**src/oaa_pkg.sv**
```systemverilog
// Shared constants and types of the operand addressing arithmetic unit.
`default_nettype none
package oaa_pkg;
   localparam int          DATA_W       = 8;
   localparam int          ADDR_W       = 16;
   localparam logic [7:0]  SPECIAL_BASE = 8'h80;
   localparam logic [7:0]  BIT_RAM_BASE = 8'h20;
   localparam logic [2:0]  BIT_SPEC_LOW = 3'h0;
   localparam logic [7:0]  BYTE_ZERO    = 8'h00;
   localparam logic [7:0]  BYTE_ONE     = 8'h01;
   localparam logic [15:0] WORD_ONE     = 16'h0001;
   localparam logic [3:0]  BCD_MAX      = 4'h9;
   localparam logic [7:0]  BCD_LO_FIX   = 8'h06;
   localparam logic [7:0]  BCD_HI_FIX   = 8'h60;
   localparam int          SW_CARRY     = 7;
   localparam int          SW_HALF      = 6;
   localparam int          SW_BANK_HI   = 4;
   localparam int          SW_BANK_LO   = 3;
   localparam int          SW_OVFL      = 2;
   localparam int          SW_P         = 0;

   typedef enum logic [3:0] {
      OP_SUM, OP_SUM_CARRY, OP_MINUS_BORROW, OP_BUMP_UP, OP_BUMP_DOWN,
      OP_PTR_BUMP, OP_PRODUCT, OP_QUOTIENT, OP_DECIMAL_FIX, OP_LOOKUP,
      OP_BIT_READ
   } oaa_op_e;

   typedef enum logic [2:0] {
      MODE_DIRECT, MODE_INDIRECT, MODE_REGISTER, MODE_SPECIFIC,
      MODE_IMMEDIATE, MODE_INDEXED
   } oaa_mode_e;

   typedef enum logic [1:0] {
      PTR_FIRST, PTR_SECOND, PTR_STACK, PTR_WIDE
   } oaa_ptr_e;

   typedef enum logic {BASE_WIDE, BASE_INSTR} oaa_base_e;

   typedef enum logic [1:0] {
      SPACE_IRAM, SPACE_SPECIAL, SPACE_XRAM, SPACE_CODE
   } oaa_space_e;

   typedef enum logic [2:0] {
      LD_ACC, LD_SECOND, LD_STATUS, LD_PTR_LO, LD_PTR_HI
   } oaa_ld_e;

   typedef enum logic [2:0] {
      ST_IDLE = 3'b000,
      ST_PTR  = 3'b001,
      ST_OPND = 3'b011,
      ST_EXEC = 3'b010,
      ST_WB   = 3'b110
   } oaa_state_e;
endpackage : oaa_pkg
`default_nettype wire

```
**src/oaa_alu_if.sv**
```systemverilog
// Signals passed between the sequencer and the arithmetic unit.
`default_nettype none
interface oaa_alu_if;
   import oaa_pkg::*;
   oaa_op_e    op;
   logic [7:0] a;
   logic [7:0] b_in;
   logic [7:0] opnd;
   logic       cf_in;
   logic       hf_in;
   logic [7:0] res;
   logic [7:0] res_b;
   logic       cf;
   logic       hf;
   logic       vf;
   logic       upd_cf;
   logic       upd_hf;
   logic       upd_vf;
   modport core (output op, a, b_in, opnd, cf_in, hf_in,
                 input res, res_b, cf, hf, vf, upd_cf, upd_hf, upd_vf);
   modport alu (input op, a, b_in, opnd, cf_in, hf_in,
                output res, res_b, cf, hf, vf, upd_cf, upd_hf, upd_vf);
endinterface : oaa_alu_if
`default_nettype wire

```
**src/oaa_core.sv**
```systemverilog
// Operand addressing sequencer and core registers of the arithmetic unit.
//
// Summary of operation
// - Special registers reached by direct addressing only.
// - Special registers at x0h/x8h are bit-addressable.
// - Direct mode: 8-bit address, RAM or special registers.
// - Indirect mode reaches internal and external RAM.
// - Byte pointer: bank first/second register or stack.
// - Wide pointer is the only 16-bit pointer.
// - Register mode: 3-bit register field in opcode.
// - Register bank chosen from status word bits.
// - Register-specific ops imply accumulator or wide pointer.
// - Immediate operand follows opcode in program memory.
// - Indexed: read program memory at base plus accumulator.
// - Add ops take direct, indirect, register, immediate.
// - Carry joins add-with-carry and subtract-with-borrow.
// - Increment/decrement accumulator, or internal RAM or special register byte in place.
// - Wide pointer increments as one 16-bit step.
// - Product high byte to second register, low to accumulator.
// - Quotient to accumulator, remainder to second register.
// - Decimal fix corrects accumulator after BCD addition.
// - Banks 0-3 sit at RAM bytes 00h-1Fh.
// - RAM bytes 20h-2Fh hold 128 addressable bits.
// - Overflow flag marks signed add/subtract result out of range, nonzero product high byte, or zero divisor.
// - Half carry from bit 3 or no borrow.
`default_nettype none
module oaa_core
   import oaa_pkg::*;
(
   input  wire logic        sys_clk,
   input  wire logic        reset,
   input  wire logic        cmd_valid,
   input  wire oaa_op_e     cmd_op,
   input  wire oaa_mode_e   cmd_mode,
   input  wire logic [7:0]  cmd_addr,
   input  wire oaa_ptr_e    cmd_ptr,
   input  wire oaa_base_e   cmd_base,
   input  wire logic [15:0] instr_pointer,
   input  wire logic [7:0]  stack_top,
   input  wire logic        ld_valid,
   input  wire oaa_ld_e     ld_sel,
   input  wire logic [7:0]  ld_data,
   input  wire logic        mem_ack,
   input  wire logic [7:0]  mem_rdata,
   output logic             cmd_ready,
   output logic             done,
   output logic             bit_value,
   output logic             mem_req,
   output logic             mem_we,
   output oaa_space_e       mem_space,
   output logic [15:0]      mem_addr,
   output logic [7:0]       mem_wdata,
   output logic [7:0]       accumulator,
   output logic [7:0]       second_reg,
   output logic [7:0]       status_word,
   output logic [15:0]      wide_pointer
);
   typedef struct packed {
      oaa_state_e  st;
      oaa_op_e     op;
      oaa_mode_e   mode;
      logic [2:0]  bit_idx;
      logic [7:0]  acc;
      logic [7:0]  b;
      logic [7:0]  sw;
      logic [15:0] dp;
      logic [7:0]  opnd;
      logic        req;
      logic        we;
      oaa_space_e  space;
      logic [15:0] addr;
      logic [7:0]  wdata;
      logic        ready;
      logic        done;
      logic        bitv;
   } oaa_core_s;

   oaa_core_s q;
   oaa_core_s q_d;
   oaa_alu_if alu_bus ();

   function automatic logic needs_operand(input oaa_op_e   op,
                                          input oaa_mode_e mode);
      case (op)
         OP_SUM, OP_SUM_CARRY, OP_MINUS_BORROW: return 1'b1;
         OP_LOOKUP, OP_BIT_READ: return 1'b1;
         OP_BUMP_UP, OP_BUMP_DOWN: return mode != MODE_SPECIFIC;
         default: return 1'b0;
      endcase
   endfunction : needs_operand

   // Bank registers live at 00h-1Fh, eight bytes per bank.
   function automatic logic [15:0] bank_addr(input logic [7:0] sw,
                                             input logic [2:0] idx);
      return {BYTE_ZERO, 3'b000, sw[SW_BANK_HI], sw[SW_BANK_LO], idx};
   endfunction : bank_addr

   oaa_alu oaa_alu_i (
      .alu (alu_bus.alu)
   );

   // A memory byte is the bump source only when the mode is not implied.
   assign alu_bus.op    = q.op;
   assign alu_bus.a     = ((q.op == OP_BUMP_UP || q.op == OP_BUMP_DOWN) &&
                           q.mode != MODE_SPECIFIC) ? q.opnd : q.acc;
   assign alu_bus.b_in  = q.b;
   assign alu_bus.opnd  = q.opnd;
   assign alu_bus.cf_in = q.sw[SW_CARRY];
   assign alu_bus.hf_in = q.sw[SW_HALF];

   always_comb begin
      q_d      = q;
      q_d.done = 1'b0;
      case (q.st)
         ST_IDLE: begin
            if (cmd_valid) begin
               q_d.op      = cmd_op;
               q_d.mode    = cmd_mode;
               q_d.bit_idx = cmd_addr[2:0];
               q_d.ready   = 1'b0;
               q_d.req     = 1'b1;
               q_d.we      = 1'b0;
               q_d.space   = SPACE_IRAM;
               q_d.st      = ST_OPND;
               if (!needs_operand(cmd_op, cmd_mode)) begin
                  q_d.req = 1'b0;
                  q_d.st  = ST_EXEC;
               end else if (cmd_op == OP_BIT_READ) begin
                  if (cmd_addr < SPECIAL_BASE) begin
                     q_d.addr = {BYTE_ZERO,
                                 BIT_RAM_BASE + {4'h0, cmd_addr[6:3]}};
                  end else begin
                     q_d.space = SPACE_SPECIAL;
                     q_d.addr  = {BYTE_ZERO, cmd_addr[7:3], BIT_SPEC_LOW};
                  end
               end else if (cmd_op == OP_LOOKUP ||
                            cmd_mode == MODE_INDEXED) begin
                  q_d.space = SPACE_CODE;
                  q_d.addr  = ((cmd_base == BASE_INSTR) ? instr_pointer
                               : q.dp) + {BYTE_ZERO, q.acc};
               end else begin
                  case (cmd_mode)
                     MODE_DIRECT: begin
                        if (cmd_addr >= SPECIAL_BASE) begin
                           q_d.space = SPACE_SPECIAL;
                        end
                        q_d.addr = {BYTE_ZERO, cmd_addr};
                     end
                     MODE_INDIRECT: begin
                        case (cmd_ptr)
                           PTR_WIDE: begin
                              q_d.space = SPACE_XRAM;
                              q_d.addr  = q.dp;
                           end
                           PTR_STACK: begin
                              q_d.addr = {BYTE_ZERO, stack_top};
                           end
                           default: begin
                              q_d.addr = bank_addr(q.sw,
                                                   {2'b00, cmd_ptr[0]});
                              q_d.st   = ST_PTR;
                           end
                        endcase
                     end
                     MODE_REGISTER: begin
                        q_d.addr = bank_addr(q.sw, cmd_addr[2:0]);
                     end
                     MODE_IMMEDIATE: begin
                        q_d.space = SPACE_CODE;
                        q_d.addr  = instr_pointer + WORD_ONE;
                     end
                     default: begin
                        // An implied operand for an add is the accumulator.
                        q_d.req  = 1'b0;
                        q_d.opnd = q.acc;
                        q_d.st   = ST_EXEC;
                     end
                  endcase
               end
            end else if (ld_valid) begin
               case (ld_sel)
                  LD_ACC:    q_d.acc      = ld_data;
                  LD_SECOND: q_d.b        = ld_data;
                  LD_STATUS: q_d.sw       = ld_data;
                  LD_PTR_LO: q_d.dp[7:0]  = ld_data;
                  LD_PTR_HI: q_d.dp[15:8] = ld_data;
                  default:   q_d.acc      = q.acc;
               endcase
            end
         end
         ST_PTR: begin
            if (mem_ack) begin
               q_d.addr = {BYTE_ZERO, mem_rdata};
               q_d.st   = ST_OPND;
            end
         end
         ST_OPND: begin
            if (mem_ack) begin
               q_d.opnd = mem_rdata;
               q_d.req  = 1'b0;
               q_d.st   = ST_EXEC;
            end
         end
         ST_EXEC: begin
            q_d.st    = ST_IDLE;
            q_d.ready = 1'b1;
            q_d.done  = 1'b1;
            case (q.op)
               OP_BUMP_UP, OP_BUMP_DOWN: begin
                  if (q.mode == MODE_SPECIFIC) begin
                     q_d.acc = alu_bus.res;
                  end else if (q.space == SPACE_IRAM ||
                               q.space == SPACE_SPECIAL) begin
                     // The byte goes back where it came from.
                     q_d.req   = 1'b1;
                     q_d.we    = 1'b1;
                     q_d.wdata = alu_bus.res;
                     q_d.st    = ST_WB;
                     q_d.ready = 1'b0;
                     q_d.done  = 1'b0;
                  end
               end
               OP_PTR_BUMP: q_d.dp = q.dp + WORD_ONE;
               OP_LOOKUP:   q_d.acc = q.opnd;
               OP_BIT_READ: q_d.bitv = q.opnd[q.bit_idx];
               default: begin
                  q_d.acc = alu_bus.res;
                  q_d.b   = alu_bus.res_b;
               end
            endcase
            if (alu_bus.upd_cf) q_d.sw[SW_CARRY] = alu_bus.cf;
            if (alu_bus.upd_hf) q_d.sw[SW_HALF] = alu_bus.hf;
            if (alu_bus.upd_vf) q_d.sw[SW_OVFL] = alu_bus.vf;
         end
         ST_WB: begin
            if (mem_ack) begin
               q_d.req   = 1'b0;
               q_d.we    = 1'b0;
               q_d.done  = 1'b1;
               q_d.ready = 1'b1;
               q_d.st    = ST_IDLE;
            end
         end
         default: begin
            q_d.st = ST_IDLE;
         end
      endcase
      q_d.sw[SW_P] = ^q_d.acc;
   end

   always_ff @(posedge sys_clk) begin
      if (reset) begin
         q       <= '0;
         q.ready <= 1'b1;
      end else begin
         q <= q_d;
      end
   end

   assign cmd_ready    = q.ready;
   assign done         = q.done;
   assign bit_value    = q.bitv;
   assign mem_req      = q.req;
   assign mem_we       = q.we;
   assign mem_space    = q.space;
   assign mem_addr     = q.addr;
   assign mem_wdata    = q.wdata;
   assign accumulator  = q.acc;
   assign second_reg   = q.b;
   assign status_word  = q.sw;
   assign wide_pointer = q.dp;
endmodule : oaa_core
`default_nettype wire

```
**src/oaa_alu.sv**
```systemverilog
// Combinational byte arithmetic with flag generation.
`default_nettype none
module oaa_alu
   import oaa_pkg::*;
#(
   parameter int unsigned WIDTH = DATA_W
) (
   oaa_alu_if.alu alu
);
   if (WIDTH != DATA_W) begin : g_bad_width
      $error("oaa_alu supports only byte operands");
   end

   // Returns {carry, half carry, overflow, result}.
   function automatic logic [10:0] add_flags(input logic [7:0] x,
                                             input logic [7:0] y,
                                             input logic       cin,
                                             input logic       sub);
      logic [4:0] lo;
      logic [8:0] full;
      logic       hf;
      logic       vf;
      if (sub) begin
         lo   = {1'b0, x[3:0]} - {1'b0, y[3:0]} - {4'h0, cin};
         full = {1'b0, x} - {1'b0, y} - {8'h00, cin};
         hf   = ~lo[4];
         vf   = (x[7] ^ y[7]) & (x[7] ^ full[7]);
      end else begin
         lo   = {1'b0, x[3:0]} + {1'b0, y[3:0]} + {4'h0, cin};
         full = {1'b0, x} + {1'b0, y} + {8'h00, cin};
         hf   = lo[4];
         vf   = ~(x[7] ^ y[7]) & (x[7] ^ full[7]);
      end
      return {full[8], hf, vf, full[7:0]};
   endfunction : add_flags

   logic [10:0] f;
   logic [15:0] p;
   logic [8:0]  d;

   always_comb begin
      f          = '0;
      p          = '0;
      d          = '0;
      alu.res    = alu.a;
      alu.res_b  = alu.b_in;
      alu.cf     = 1'b0;
      alu.hf     = 1'b0;
      alu.vf     = 1'b0;
      alu.upd_cf = 1'b0;
      alu.upd_hf = 1'b0;
      alu.upd_vf = 1'b0;
      case (alu.op)
         OP_SUM, OP_SUM_CARRY, OP_MINUS_BORROW: begin
            f = add_flags(alu.a, alu.opnd,
                          (alu.op != OP_SUM) & alu.cf_in,
                          alu.op == OP_MINUS_BORROW);
            {alu.cf, alu.hf, alu.vf, alu.res} = f;
            alu.upd_cf = 1'b1;
            alu.upd_hf = 1'b1;
            alu.upd_vf = 1'b1;
         end
         OP_BUMP_UP, OP_BUMP_DOWN: begin
            f = add_flags(alu.a, BYTE_ONE, 1'b0, alu.op == OP_BUMP_DOWN);
            alu.res = f[7:0];
         end
         OP_PRODUCT: begin
            p          = {BYTE_ZERO, alu.a} * {BYTE_ZERO, alu.b_in};
            alu.res    = p[7:0];
            alu.res_b  = p[15:8];
            alu.vf     = p[15:8] != BYTE_ZERO;
            alu.upd_cf = 1'b1;
            alu.upd_vf = 1'b1;
         end
         OP_QUOTIENT: begin
            // A zero divisor leaves both registers untouched.
            if (alu.b_in == BYTE_ZERO) begin
               alu.vf = 1'b1;
            end else begin
               alu.res   = alu.a / alu.b_in;
               alu.res_b = alu.a % alu.b_in;
            end
            alu.upd_cf = 1'b1;
            alu.upd_vf = 1'b1;
         end
         OP_DECIMAL_FIX: begin
            // Only meaningful right after adding two packed BCD bytes.
            d = {1'b0, alu.a};
            if (alu.hf_in || d[3:0] > BCD_MAX) begin
               d = d + {1'b0, BCD_LO_FIX};
            end
            if (alu.cf_in || d[8] || d[7:4] > BCD_MAX) begin
               d = d + {1'b0, BCD_HI_FIX};
            end
            alu.res    = d[7:0];
            alu.cf     = alu.cf_in | d[8];
            alu.upd_cf = 1'b1;
         end
         default: begin
            alu.res = alu.a;
         end
      endcase
   end
endmodule : oaa_alu
`default_nettype wire

```
**config.mk**
```make
export PLATFORM = sky130hd
export DESIGN_NAME = oaa_core
export DESIGN_NICKNAME = d
export VERILOG_FILES = /design/src/oaa_pkg.sv /design/src/oaa_alu_if.sv /design/src/oaa_core.sv /design/src/oaa_alu.sv
export SDC_FILE = /design/constraint.sdc
export NUM_CORES = 1
export LEC_CHECK = 0
export BUFFER_PORTS_ARGS = -buffer_cell sky130_fd_sc_hd__buf_2
export CAP_MARGIN = 40
export CELL_PAD_IN_SITES_DETAIL_PLACEMENT = 1
export CELL_PAD_IN_SITES_GLOBAL_PLACEMENT = 1
export CORE_MARGIN = 2
export CORE_UTILIZATION = 41
export CTS_CLUSTER_SIZE = 20
export DETAILED_ROUTE_END_ITERATION = 7
export PLACE_DENSITY = 0.85
export SLEW_MARGIN = 20
export SYNTH_ARGS = -nofsm -noshare
export SYNTH_HDL_FRONTEND = slang
export SYNTH_SLANG_ARGS = --single-unit
```
**constraint.sdc**
```tcl
create_clock -name sys_clk -period 11.7 [get_ports sys_clk]
set_input_delay 0.585 -clock sys_clk [delete_from_list [all_inputs] [get_ports sys_clk]]
set_output_delay 0.585 -clock sys_clk [all_outputs]
set_load 0.01 [all_outputs]
```
# Word level (Yosys, flattened, before mapping)
# Index checks and enable logic that the tools add are counted.
word_totals:
  regBits: 92
  latch_bits: 0
  mem_bits_rw: 0
  rom_bits: 0
  in_bits: 66
  output_inout_bits: 71
  wordCells: 254
  n_memories: 0
op_classes:
  n_addsub: 16
  mul: 1
  div: 2
  magnitude_cmp: 5
  eq_ne: 59
  n_shift: 0
  mux: 89
  n_bitwise: 11
  n_reduce_logical: 49
op_table:
  columns: ["op", "n"]
  rows:
  - ["$mux W8", 13]
  - ["$pmux W16 S2", 3]
  - ["$mux W9", 9]
  - ["$mux W40", 2]
  - ["$pmux W16 S4", 1]
  - ["$mux W18", 3]
  - ["$mux W16", 3]
  - ["$pmux W8 S5", 1]
  - ["$pmux W18 S2", 1]
  - ["$add A16 B1 Y16 const B", 2]
  - ["$ne A2 B2 Y1 const B", 16]
  - ["$pmux W8 S2", 2]
  - ["$reduce_and A5 Y1", 6]
  - ["$mux W28", 1]
  - ["$mux W2", 13]
  - ["$pmux W8 S3", 1]
  - ["$reduce_and A7 Y1", 3]
  - ["$eq A4 B3 Y1 const B", 5]
  - ["$eq A4 B4 Y1 const B", 5]
  - ["$eq A3 B2 Y1 const B", 6]
  - ["$mux W3", 6]
  - ["$mux W1", 17]
  - ["$add A16 B8 Y16", 1]
  - ["$eq A4 B2 Y1 const B", 4]
  - ["other kinds (62)", 108]

# Logic depth before layout (Yosys ltp)
logic_depth:
  depth_word: 17
  depth_mapped: 63
  depth_no_buf: 58

# Cells and area by module
# From an unflattened synthesis, not the netlist that was laid out.
hier_totals:
  hier_cells: 1715
  hier_area_um2: 12949.9
modules_own_cells:
  columns: ["mod", "instances", "cells_each", "area_each_um2", "seq_area_each_um2"]
  rows:
  - ["oaa_core", 1, 916, 7044.3, 1841.8]
  - ["oaa_alu", 1, 799, 5905.7, 0.0]

# Worst setup path before layout
# OpenSTA, ideal clock, no wires.
synth_timing:
  kind: "register to register"
  start: "register q, in the netlist alu_bus.op[3]"
  end: "register q, in the netlist status_word[0]"
  setup_ps: 121
  arrival_ps: 12373
  required_ps: 11579
  path_slack_ps: -794
  stages_incl_launch_ff: 59
  n_path_buf: 5
  period_less_slack_ps: 12494
  path_cell_list: "dfxtp_1 buf_6 or4b_1 buf_6 clkinv_4 o21ai_4 a21o_1 buf_4 ha_1 a221o_1 and2_1 ha_1 o21a_1 o211ai_1 nor2_1 a21oi_1 ha_1 o21a_1 [23 not listed] a21oi_1 o31ai_1 a21oi_1 clkbuf_1 nand2_1 o21ai_0 fa_1 nand2b_1 a21oi_1 nor3_1 o21ai_0 a21o_1 a21oi_1 o32a_1 xnor3_1 xor2_1 o21bai_1 nand3_1"
synth_via:
  elab_chain_cells: 17
  word_cells_on_any_way: 46
  cone_classes: "add/sub: 8; mul: 1; div: 1; order compare: 2; eq/ne: 10; mux: 12; bitwise: 1; reduce/logical: 11"
synth_rtl:
  columns: ["element", "line_no", "rtl"]
  rows:
  - ["from (decl)", "oaa_core.sv:78", "oaa_core_s q;"]
  - ["from (signal assigned)", "oaa_core.sv:256", "q <= q_d;"]
  - ["parallel branches: the longest is 14 deep, another holds $div A8 B8 Y8", null, null]
  - ["$pmux W8 S3 (*)", "oaa_core.sv:208", "case (q.op)"]
  - ["$pmux W18 S2 (*)", "oaa_core.sv:114", "case (q.st)"]
  - ["$reduce_xor A8 Y1 (*)", "oaa_core.sv:248", "q_d.sw[SW_P] = ^q_d.acc;"]
# Every way passes the cells marked *. The select of a mux whose other input is x is not followed.
# A chain may end at the register's enable or synchronous reset.

# Final worst setup path
layout_timing:
  start: "register q, in the netlist alu_bus.op[0]"
  end: "register q, in the netlist second_reg[2]"
layout_via:
  elab_chain_cells: 9
  word_cells_on_any_way: 21
  cone_classes: "mul: 1; div: 1; eq/ne: 10; mux: 5; reduce/logical: 4"
layout_rtl:
  columns: ["element", "line_no", "rtl"]
  rows:
  - ["$eq A4 B2 Y1 or $eq A4 B3 Y1 (tied branches)", null, null]
  - ["$logic_or A1 B1 Y1", "oaa_core.sv:104", "assign alu_bus.a = ((q.op == OP_BUMP_UP || q.op == OP_BUMP_DOWN) &&"]
  - ["$logic_and A1 B1 Y1", "oaa_core.sv:104", null]
  - ["$mux W8", "oaa_core.sv:105", "q.mode != MODE_SPECIFIC) ? q.opnd : q.acc;"]
  - ["$mod A8 B8 Y8", "oaa_alu.sv:81", "alu.res_b = alu.a % alu.b_in;"]
  - ["$mux W8", "oaa_alu.sv:77", "if (alu.b_in == BYTE_ZERO) begin"]
  - ["$pmux W8 S2", "oaa_alu.sv:53", "case (alu.op)"]
  - ["$mux W8", "oaa_core.sv:208", null]
  - ["$pmux W18 S2", "oaa_core.sv:114", null]
# Parallel ways exist; a longest one is shown, timed or not. The select of a mux whose other input is x is not followed.

==> flow_metrics.tcl <==
set metrics [dict create \
    drt-total-wl_mm 57.7 \
    max_freq_ghz 0.0855 \
    cts_root_buf "clkbuf_16" \
    cts_sinks 92 \
    path_max_fanout 10 \
    first_pass_iters 6 \
    dieHeight_um 183 \
    die_w_um 183 \
    max-clock-path-buffers 2 \
    rsz0062_at_grt "true" \
    most-common-layout-cells "nand2_1 (193), nor2_1 (172), buf_2 (139)" \
    dieArea_um2 33500 \
    cp.depth 60 \
    relSlewSlack_pct 37.4 \
    synth_edf_count 0 \
    syn_area_um2 13100 \
    synth_top_area_cell "dfxtp_1" \
    reg2reg_from "alu_bus.op[0]" \
    arrival_ns 11.95 \
    yosysSeqAreaShare_pct 14.0 \
    start_kind "register" \
    antenna_found_initial 2 \
    synth_top_flop_cell "dfxtp_1" \
    synthToLayoutAreaGrowth_pct 14.4 \
    criticalPathCategory "register to register" \
    hold_path.class "register to register" \
    reg2reg_depth 60 \
    syn_nets 2010 \
    drc_errors 0 \
    cts_made_buffers 9 \
    cts_hold_buf 0 \
    synth.area.top_cells "dfxtp_1 (14%), ha_1 (11%), fa_1 (6.6%)" \
    endpoint_kind "register" \
    synth-seq-cells 92 \
    status "finished clean" \
    final_common_cell "nand2_1" \
    start_util_pct 41.6 \
    finalSetupViolCount 0 \
    cpPeakStageDelay_ns 0.56 \
    whs_path_depth 2 \
    final_nets 2104 \
    drt_iter0_drc 1360 \
    crit_top_cell "ha_4" \
    synthDistinctLibCells 97 \
    finalCritPeriodShare_pct 99.9 \
    syn_area_per_cell_um2 7.36 \
    track_usage_pct 33.0 \
    globalplace.congestion 1.02 \
    synth_top_area_share_pct 14.0 \
    hp-start "mem_addr[15]" \
    cp_top_family "compound AO/OA/AOI/OAI gates" \
    worstSkewPairLatency_ns 0.37 \
    fin_worst_skew_ns 0.0128 \
    grt_max_degree 45 \
    grt_pass1_wl_mm 86.4 \
    clk_pin_slew_worst_paths_ns 0.08 \
    rows 65 \
    ys_warn_count 0 \
    finalCriticalPeriod_ns 11.69 \
    port_buffers 136 \
    report.final.slew_viol_count 0 \
    critPathSlowestCell "or4b_4" \
    drive_gt1_share_pct 21.1 \
    grt_pass1_vias 15100 \
    coreArea_um2 31600 \
    cts_htree_levels 3 \
    avgViaCountPerCell 6.54 \
    cts_tree "built" \
    worstSetupStartpoint "alu_bus.op[0]" \
    finalHoldViolations 0 \
    ant_nets 0 \
    ys_async_sr_fraction_pct 0 \
    wl_per_cell_um 25.2 \
    crit_buf_inv 10 \
    ios 137 \
    grt-ovfl-total 0 \
    required_ns 11.95 \
    cap_violations 0 \
    dp_hpwl_mm 43.3 \
    syn_inst 1786 \
    vias 15000 \
    worst_pin_slew_ns 0.934 \
    whs_ns 0.456 \
]
## path summary, 6_finish.rpt
| path | endpoint | slack [ns] |
|---|---|---|
| max | second_reg[2] | 0.007 |
| min reg2reg | mem_addr[15] | 0.46 |
| min | mem_addr[15] | 0.46 |
| max reg2reg | second_reg[2] | 0.007 |
## per-stage QoR
| step | cells | area [um^2] | setup TNS (ns) | setup WS [ns] | util (%) |
|---|---|---|---|---|---|
| 3_5_place_dp | 2242 | 14100 | -4.00 | -0.751 | 44.7 |
| 4_1_cts | 2267 | 14600 | 0 | 0.101 | 46.2 |
| 3_3_place_gp | 2237 | 14100 | 0 | 0.0176 | 44.6 |
| 2_1_floorplan | 1786 | 13200 | 0 | 0.0201 | - |
| 5_1_grt | 2287 | 15000 | -2.13 | -0.375 | 47.6 |
| 6_report | 2288 | 15000 | 0 | 0.00701 | 47.6 |
## Yosys cell counts, types with 30 or more instances
cell / instances
nor3_1: 53
nand2_1: 195
dfxtp_1: 92
o21ai_0: 105
nor2_1: 174
a21oi_1: 125
nand3_1: 39
o211ai_1: 30
clkbuf_1: 82
fa_1: 43
a211oi_1: 30
xnor2_1: 54
inv_1: 105
buf_4: 67
ha_1: 115
## metal layers
layer	part of all wire (%)	global-route usage, %	vias up	wire (um)
met5	0.049	0	-	28
met4	6.0	15.6	4	3480
met3	9.3	6.69	257	5340
met2	46	54.1	821	26300
met1	39	41.6	7334	22500
li1	-	-	6556	-
## worst min-delay path: stages (launching register included)
cell and delay, ns:
dfxtp_1 0.31, nand2_1 0.05, a21oi_1 0.05
## what timing repair did
item                                    CTS  global route
pin swaps                                16            37
setup buffers                             9            18
resized for setup                        24            65
endpoints found under the setup margin   11            11
## cell type report
type                            instances  area (um^2)
Tap cell                              402          503
Sequential cell                        92         1840
Fill cell                            4018        16500
Multi-Input combinational cell       1421        10400
Clock inverter                          7         76.3
Antenna cell                            1         2.50
Clock buffer                            9          225
Inverter                              110          427
Timing Repair Buffer                  246         1520
## cell families (layout without fill, tap and decap cells)
family / Yosys count / count (layout) / share of synthesized area, %
multiplexers: 52 / 52 / 4.47
XOR/XNOR: 77 / 77 / 5.24
flip-flops: 92 / 92 / 14.0
AND/OR/NAND/NOR: 613 / 613 / 22.0
adder cells (fa/ha/maj): 158 / 158 / 17.5
AO/OA/AOI/OAI: 521 / 521 / 26.7
other: 0 / 1 / 0
buffers and inverters: 273 / 372 / 10.0
Power is not shown: default switching activity piles up to over one toggle a cycle in this logic, so the estimate is an artifact.
